--- src/inc/smg_pkg.sv ---
package smg_pkg;

	// ----------------------------------------
	// Sizes and counts
	// ----------------------------------------
	localparam int         SMG_NCH      = 2;
	localparam int         SMG_AW       = 8;
	localparam int         SMG_DEPTH    = 256;
	localparam int         SMG_FIFO_D   = 4;
	localparam int         SMG_DW       = 8;
	localparam logic [7:0] SMG_DIST_MAX = 8'hff;
	localparam logic [7:0] SMG_DIST_ONE = 8'h01;
	localparam logic [7:0] SMG_DIST_64G = 8'h80;
	localparam logic [7:0] SMG_DIST_32G = 8'h40;
	localparam logic [7:0] SMG_DIST_16G = 8'h20;

	// ----------------------------------------
	// Types
	// ----------------------------------------
	typedef enum logic [1:0]
	{
		SMG_RATE_64G = 2'b00,
		SMG_RATE_32G = 2'b01,
		SMG_RATE_16G = 2'b10
	} smg_rate_t;

	typedef enum logic [0:0]
	{
		SMG_IDLE = 1'b0,
		SMG_RUN  = 1'b1
	} smg_state_t;

	typedef struct packed
	{
		logic                 first;
		logic [SMG_AW-1:0]    addr;
		logic [SMG_NCH-1:0]   mark;
	} smg_sample_t;

	typedef struct packed
	{
		logic [SMG_AW-1:0]    addr;
		logic [SMG_NCH-1:0]   rise;
		logic [SMG_NCH-1:0]   fall;
	} smg_edge_t;

	// ----------------------------------------
	// Least same-polarity spacing per rate
	// ----------------------------------------
	function automatic logic [7:0] smg_min_dist(input smg_rate_t rate);
		case (rate)
			SMG_RATE_64G: smg_min_dist = SMG_DIST_64G;
			SMG_RATE_32G: smg_min_dist = SMG_DIST_32G;
			SMG_RATE_16G: smg_min_dist = SMG_DIST_16G;
			default:      smg_min_dist = SMG_DIST_64G;
		endcase
	endfunction : smg_min_dist

endpackage : smg_pkg

--- src/core/smg_marker_gen.sv ---
// Contract
// - Two marker outputs are produced, each locked to the played sample stream.
// - Marker flags are turned into rising and falling edges before playback.
// - Edge positions are kept in a marker memory that drives the outputs.
// - The spacing is 128, 64 or 32 samples for 64, 32 or 16 GSa/s access rates.
// - Edges are found per segment, with no detection across segment boundaries.
// - Each segment start gets an edge of the first flag's polarity, barring that polarity for the rate's spacing after.
// - Every separately loaded portion is converted alone with its own leading edge.
// - Playback from an offset ignores edges stored outside the played range.
`timescale 1ns/10ps
`default_nettype none

// ----------------------------------------
// Edge word buffer
// ----------------------------------------
module smg_fifo #(
	parameter int W = 12,
	parameter int D = 4
) (
	input  wire logic         clk_i,
	input  wire logic         resetn_i,
	input  wire logic         in_valid_i,
	output logic              in_ready_o,
	input  wire logic [W-1:0] in_data_i,
	output logic              out_valid_o,
	input  wire logic         out_ready_i,
	output logic [W-1:0]      out_data_o
);
	localparam int PW = $clog2(D);

	logic [W-1:0]  mem_reg [D];
	logic [PW-1:0] wp_reg;
	logic [PW-1:0] rp_reg;
	logic [PW:0]   cnt_reg;
	logic          push;
	logic          pop;

	assign in_ready_o  = (cnt_reg != (PW+1)'(D));
	assign out_valid_o = (cnt_reg != '0);
	assign out_data_o  = mem_reg[rp_reg];
	assign push        = in_valid_i && in_ready_o;
	assign pop         = out_valid_o && out_ready_i;

	always_ff @(posedge clk_i)
	begin
		if (push)
		begin
			mem_reg[wp_reg] <= in_data_i;
		end
	end

	always_ff @(posedge clk_i or negedge resetn_i)
	begin
		if (!resetn_i)
		begin
			wp_reg  <= '0;
			rp_reg  <= '0;
			cnt_reg <= '0;
		end
		else
		begin
			if (push)
			begin
				wp_reg <= (wp_reg == PW'(D - 1)) ? '0 : wp_reg + 1'b1;
			end
			if (pop)
			begin
				rp_reg <= (rp_reg == PW'(D - 1)) ? '0 : rp_reg + 1'b1;
			end
			cnt_reg <= cnt_reg + (PW+1)'(push) - (PW+1)'(pop);
		end
	end
endmodule : smg_fifo

// ----------------------------------------
// Marker edge generator
// ----------------------------------------
module smg_marker_gen
	import smg_pkg::*;
(
	input  wire logic               clk_i,
	input  wire logic               resetn_i,
	input  wire logic               ld_valid_i,
	output logic                    ld_ready_o,
	input  wire smg_sample_t        ld_data_i,
	input  wire smg_rate_t          rate_i,
	input  wire logic               play_start_i,
	input  wire logic [SMG_AW-1:0]  play_off_i,
	input  wire logic [SMG_AW:0]    play_len_i,
	output logic                    play_busy_o,
	output logic                    smp_valid_o,
	output logic [SMG_AW-1:0]       smp_addr_o,
	output logic [SMG_NCH-1:0]      marker_o,
	output logic                    dens_viol_o
);
	// ----------------------------------------
	// Conversion of flags into edges
	// ----------------------------------------
	logic [SMG_NCH-1:0] prev_reg;
	logic [SMG_NCH-1:0] rise_raw;
	logic [SMG_NCH-1:0] fall_raw;
	logic [SMG_NCH-1:0] rise_ok;
	logic [SMG_NCH-1:0] fall_ok;
	logic [7:0]         dist_r_reg [SMG_NCH];
	logic [7:0]         dist_f_reg [SMG_NCH];
	logic [7:0]         min_dist;
	logic               ld_fire;
	logic               fifo_in_ready;
	logic               viol_reg;
	smg_edge_t          edge_in;
	smg_edge_t          edge_out;
	logic               edge_valid;
	logic               edge_ready;

	assign min_dist   = smg_min_dist(rate_i);
	assign ld_ready_o = fifo_in_ready;
	assign ld_fire    = ld_valid_i && fifo_in_ready;

	genvar ch;
	generate
		for (ch = 0; ch < SMG_NCH; ch++)
		begin : g_conv
			// First sample of a segment or portion forces an edge
			assign rise_raw[ch] = ld_data_i.first ? ld_data_i.mark[ch]
				: (ld_data_i.mark[ch] && !prev_reg[ch]);
			assign fall_raw[ch] = ld_data_i.first ? !ld_data_i.mark[ch]
				: (!ld_data_i.mark[ch] && prev_reg[ch]);
			assign rise_ok[ch]  = rise_raw[ch]
				&& (ld_data_i.first || dist_r_reg[ch] >= min_dist);
			assign fall_ok[ch]  = fall_raw[ch]
				&& (ld_data_i.first || dist_f_reg[ch] >= min_dist);

			always_ff @(posedge clk_i or negedge resetn_i)
			begin
				if (!resetn_i)
				begin
					prev_reg[ch]   <= 1'b0;
					dist_r_reg[ch] <= SMG_DIST_MAX;
					dist_f_reg[ch] <= SMG_DIST_MAX;
				end
				else if (ld_fire)
				begin
					prev_reg[ch] <= ld_data_i.mark[ch];
					if (rise_ok[ch])
					begin
						dist_r_reg[ch] <= SMG_DIST_ONE;
					end
					else if (ld_data_i.first || dist_r_reg[ch] != SMG_DIST_MAX)
					begin
						dist_r_reg[ch] <= ld_data_i.first ? SMG_DIST_MAX : dist_r_reg[ch] + 8'h01;
					end
					if (fall_ok[ch])
					begin
						dist_f_reg[ch] <= SMG_DIST_ONE;
					end
					else if (ld_data_i.first || dist_f_reg[ch] != SMG_DIST_MAX)
					begin
						dist_f_reg[ch] <= ld_data_i.first ? SMG_DIST_MAX : dist_f_reg[ch] + 8'h01;
					end
				end
			end
		end
	endgenerate

	// Dropped too-close edge flagged for one cycle
	always_ff @(posedge clk_i or negedge resetn_i)
	begin
		if (!resetn_i)
		begin
			viol_reg <= 1'b0;
		end
		else
		begin
			viol_reg <= ld_fire && (((rise_raw & ~rise_ok) | (fall_raw & ~fall_ok)) != '0);
		end
	end
	assign dens_viol_o = viol_reg;

	assign edge_in.addr = ld_data_i.addr;
	assign edge_in.rise = rise_ok;
	assign edge_in.fall = fall_ok;

	smg_fifo #(
		.W ($bits(smg_edge_t)),
		.D (SMG_FIFO_D)
	) u_fifo (
		.clk_i       (clk_i),
		.resetn_i    (resetn_i),
		.in_valid_i  (ld_valid_i),
		.in_ready_o  (fifo_in_ready),
		.in_data_i   (edge_in),
		.out_valid_o (edge_valid),
		.out_ready_i (edge_ready),
		.out_data_o  (edge_out)
	);

	// ----------------------------------------
	// Marker memory
	// ----------------------------------------
	logic [2*SMG_NCH-1:0] mmem [SMG_DEPTH];
	smg_state_t           state_reg;
	logic [SMG_AW-1:0]    addr_reg;
	logic [SMG_AW:0]      left_reg;
	logic [2*SMG_NCH-1:0] rd_word;

	// Stall a write to the word being played
	assign edge_ready = !(state_reg == SMG_RUN && addr_reg == edge_out.addr);
	assign rd_word    = mmem[addr_reg];

	always_ff @(posedge clk_i)
	begin
		if (edge_valid && edge_ready)
		begin
			mmem[edge_out.addr] <= {edge_out.rise, edge_out.fall};
		end
	end

	// ----------------------------------------
	// Playback
	// ----------------------------------------
	always_ff @(posedge clk_i or negedge resetn_i)
	begin
		if (!resetn_i)
		begin
			state_reg <= SMG_IDLE;
			addr_reg  <= '0;
			left_reg  <= '0;
		end
		else
		begin
			case (state_reg)
				SMG_IDLE:
				begin
					if (play_start_i && play_len_i != '0)
					begin
						state_reg <= SMG_RUN;
						addr_reg  <= play_off_i;
						left_reg  <= play_len_i;
					end
				end
				SMG_RUN:
				begin
					addr_reg <= addr_reg + 1'b1;
					left_reg <= left_reg - 1'b1;
					if (left_reg == 9'h001)
					begin
						state_reg <= SMG_IDLE;
					end
				end
				default:
				begin
					state_reg <= SMG_IDLE;
				end
			endcase
		end
	end
	assign play_busy_o = (state_reg == SMG_RUN);

	always_ff @(posedge clk_i or negedge resetn_i)
	begin
		if (!resetn_i)
		begin
			smp_valid_o <= 1'b0;
			smp_addr_o  <= '0;
		end
		else
		begin
			smp_valid_o <= (state_reg == SMG_RUN);
			smp_addr_o  <= addr_reg;
		end
	end

	generate
		for (ch = 0; ch < SMG_NCH; ch++)
		begin : g_out
			always_ff @(posedge clk_i or negedge resetn_i)
			begin
				if (!resetn_i)
				begin
					marker_o[ch] <= 1'b0;
				end
				else if (play_busy_o && rd_word[SMG_NCH+ch])
				begin
					marker_o[ch] <= 1'b1;
				end
				else if (play_busy_o && rd_word[ch])
				begin
					marker_o[ch] <= 1'b0;
				end
			end
		end
	endgenerate
endmodule : smg_marker_gen

`default_nettype wire

--- config.mk ---
export PLATFORM = sky130hd
export DESIGN_NAME = smg_marker_gen
export DESIGN_NICKNAME = d
export VERILOG_FILES = /design/src/inc/smg_pkg.sv /design/src/core/smg_marker_gen.sv
export SDC_FILE = /design/constraint.sdc
export NUM_CORES = 1
export LEC_CHECK = 0
export BUFFER_PORTS_ARGS = -buffer_cell sky130_fd_sc_hd__buf_4
export CAP_MARGIN = 20
export CORE_MARGIN = 5
export CORE_UTILIZATION = 50
export CTS_CLUSTER_SIZE = 28
export DETAILED_ROUTE_END_ITERATION = 7
export PLACE_DENSITY = 0.71
export SETUP_SLACK_MARGIN = 0.15
export SYNTH_ARGS = -nofsm -noshare
export SYNTH_HDL_FRONTEND = slang
export SYNTH_SLANG_ARGS = --single-unit
--- constraint.sdc ---
create_clock -name clk_i -period 3.9 [get_ports clk_i]
set_input_delay 0.78 -clock clk_i [delete_from_list [all_inputs] [get_ports clk_i]]
set_output_delay 0.78 -clock clk_i [all_outputs]
set_load 0.03 [all_outputs]
==> flow_summary.json <==
{
  "cap_violations": 0,
  "hold_path_class": "in2async",
  "p_leak_nw": 17.4,
  "postCtsHoldBufs": 0,
  "arrival_ns": 4.09,
  "wl_per_cell_um": 28.5,
  "slowest_stage": "dfrtp_2",
  "synth_cell_types": 68,
  "start_util_pct": 50.4,
  "combPwrFrac_pct": 35.0,
  "syn_avg_cell_area_um2": 16.9,
  "end_kind": "register",
  "totalPowerFinal_w": 0.0434,
  "hold_viol": 0,
  "period_share_pct": 90.6,
  "rsz0062_at_grt": "false",
  "maxSlewHeadroom_pct": 1.95,
  "num_rows": 112,
  "place.gp.congestion": 0.922,
  "tns_ns": 0,
  "synthTopCellsByCount": "edfxtp_1 (1072), nor2_1 (327), mux2i_1 (179)",
  "dp_hpwl_um": 75200,
  "path_clk_slew_ns": 0.07,
  "synth_fa_ha_area_share_pct": 0.895,
  "area_delta_synth_final_pct": 12.8,
  "use_met3_pct": 5.81,
  "synth_top_area_share_pct": 68.5,
  "grt_pass1_wl_um": 178000,
  "die_h_um": 317,
  "hold_ws_ns": 0.161,
  "criticalPathCategory": "reg2reg",
  "io_pins": 48,
  "drt-initial-drc-count": 3639,
  "async_reset_ff_share_pct": 6.21,
  "period_needed_ns": 3.53,
  "synth-seq-cells": 1143,
  "fin_nets": 2958,
  "clk_path_buf_depth": 3,
  "syn-num-nets": 2842,
  "ir_worst_vdd_mv": 1.25,
  "netlist_instances": 2775,
  "routed_via_density": 6.36,
  "remaining_drc_errors": 0,
  "ys_warn_count": 0,
  "ant_nets": 0,
  "synth_most_common_cell": "edfxtp_1",
  "grt_use_met1_pct": 33.6,
  "status": "finished clean",
  "synth-xor-area-share_pct": 0.317,
  "grt_usage_pct": 24.0,
  "root_buffer": "clkbuf_16",
  "synthMuxAreaShare_pct": 12.7,
  "synthFlopType": "edfxtp_1",
  "critical_path_required_ns": 4.46,
  "numCtsBuffers": 111,
  "routed_wl_um": 121000,
  "p_int_w": 0.0279,
  "use_met2_pct": 37.8,
  "p_clk_share_pct": 24.7,
  "largest_reg_flops": 1024,
  "timing.fmax_mhz": 283,
  "path_cells": "nand2_4, buf_12, o221ai_1, nand2_1, a311oi_1, o21ai_0, a2111oi_0, buf_4, o211ai_1",
  "port_buffers": 47,
  "die_w_um": 317,
  "p_seq_share_pct": 40.4,
  "setup_viol": 0,
  "die_area_um2": 100000,
  "power_density_nw_per_um2": 819,
  "yosys.area_share.simple_pct": 5.93,
  "critical_path.max_fanout": 39,
  "synth-seq-area-share_pct": 72.4,
  "overflow": 0,
  "tightest_slew_ns": 1.47,
  "synth_top_family_by_area": "multiplexers",
  "critPathMaxStageDelay_ns": 0.70,
  "grt_pass1_vias": 27100,
  "gr-max-usage-layer": "met2",
  "drt_pass1_iterations": 5,
  "synth_edf_count": 1072,
  "grt_max_degree": 257,
  "vias": 27000,
  "ys_top_cells_by_area": "edfxtp_1 (69%), mux4_2 (8.4%), mux2i_1 (3.8%), nor2_1 (2.6%), dfrtp_1 (2.1%)",
  "synth_area_leader_cell": "edfxtp_1",
  "tritoncts": "done",
  "syn_area_um2": 47000,
  "start_kind": "register",
  "skew_ns": 0.0274,
  "synth-compound-area-share_pct": 5.68,
  "clk_latency_ns": 0.70,
  "antenna_found_initial": 3,
  "p_sw_w": 0.0155,
  "drive_gt1_share_pct": 19.8,
  "cts.sinks": 1143,
  "drv_slew": 0,
  "core_um2": 93300,
  "r2r_cells": 9,
  "htreeDepth": 3,
  "swShare_pct": 35.7
}
## cells by family (layout without fill, tap and decap cells)
logic type,after synthesis,count (layout)
buffers and inverters,209,421
XOR/XNOR,17,17
AO/OA/AOI/OAI,376,376
AND/OR/NAND/NOR,622,622
multiplexers,375,375
flip-flops,1143,1143
adder cells (fa/ha/maj),33,33
other,0,2
## cell usage in the layout (no fill, tap or decap), drive strengths merged, types with 9 or more instances in the layout
| cell type | n |
|---|---|
| nand4 | 10 |
| nor3 | 22 |
| nor2 | 327 |
| a21oi | 69 |
| nand3 | 45 |
| a31oi | 15 |
| bufinv | 9 |
| mux2 | 20 |
| xnor2 | 16 |
| and3 | 22 |
| buf | 168 |
| o22ai | 39 |
| and2 | 16 |
| nand2b | 11 |
| dfrtp | 39 |
| a22oi | 29 |
| nor2b | 23 |
| ha | 32 |
| o22a | 9 |
| dfstp | 32 |
| or3 | 10 |
| mux4 | 176 |
| nand2 | 103 |
| o21ai | 51 |
| mux2i | 179 |
| o221ai | 58 |
| o221a | 13 |
| nor4 | 9 |
| clkbuf | 150 |
| clkinv | 39 |
| a211oi | 26 |
| inv | 47 |
| edfxtp | 1072 |
## metrics by stage
step | utilization [%] | cells | setup slack, ns | instance area (um2)
finish | 56.8 | 4243 | 0.366 | 53000
global route | 56.8 | 4241 | 0.249 | 53000
CTS | 56.8 | 4241 | 0.375 | 53000
detailed placement | 52.8 | 4032 | 0.425 | 49300
global placement | 52.8 | 4032 | 0.492 | 49300
floorplan | - | 2775 | 0.651 | 47000
## worst max-delay path, delay by kind of cell (launching register included)
family	cells	cell delay, ns
buffers and inverters	2	0.57
flip-flops	1	0.70
AO/OA/AOI/OAI	5	1.47
AND/OR/NAND/NOR	2	0.61
## power groups by stage
stage	registers (W)	clock network (W)	logic, W
CTS	0.0175	0.0108	0.0150
detailed placement	0.0177	0	0.0149
global route	0.0176	0.0114	0.0159
finish	0.0175	0.0107	0.0152
floorplan	0.0175	0	0.00913
global placement	0.0177	0	0.0146
## cell type report
cell class	instances	area, um2
Clock inverter	59	607
Inverter	44	165
Antenna cell	2	5.00
Sequential cell	1143	34000
Multi-Input combinational cell	1423	12000
Timing Repair Buffer	168	1500
Tap cell	1254	1570
Fill cell	6929	40300
Clock buffer	150	3080
## repair_timing
item | 4_1_cts | 5_1_grt
resized for setup | 0 | 1
setup endpoints to repair | 0 | 1
setup buffers | 0 | 0
## final timing paths
kind / start / end / slack (ns)
max: addr_reg[2]$_DFFE_PN0P_ / marker_o[1]$_DFFE_PN0P_ / 0.37
min: resetn_i / smp_valid_o$_DFF_PN0_ / 0.16
max reg2reg: addr_reg[2]$_DFFE_PN0P_ / marker_o[1]$_DFFE_PN0P_ / 0.37
min reg2reg: dist_r_reg[1]$_DFFE_PN1P_ / dist_r_reg[1]$_DFFE_PN1P_ / 0.51
max in group asynchronous: resetn_i / dist_f_reg[0]$_DFFE_PN1P_ / 2.81
min in group clk_i: ld_data_i[5] / u_fifo.mem_reg[2][7]$_DFFE_PP_ / 0.30
## per-layer routing
layer  share of wire (%)  vias up
li1                    -    11300
met1                  38    13700
met2                  47     1669
met3                  11      272
met4                 3.6        2
met5              0.0091        -
Power figures use the tool's default switching activity.
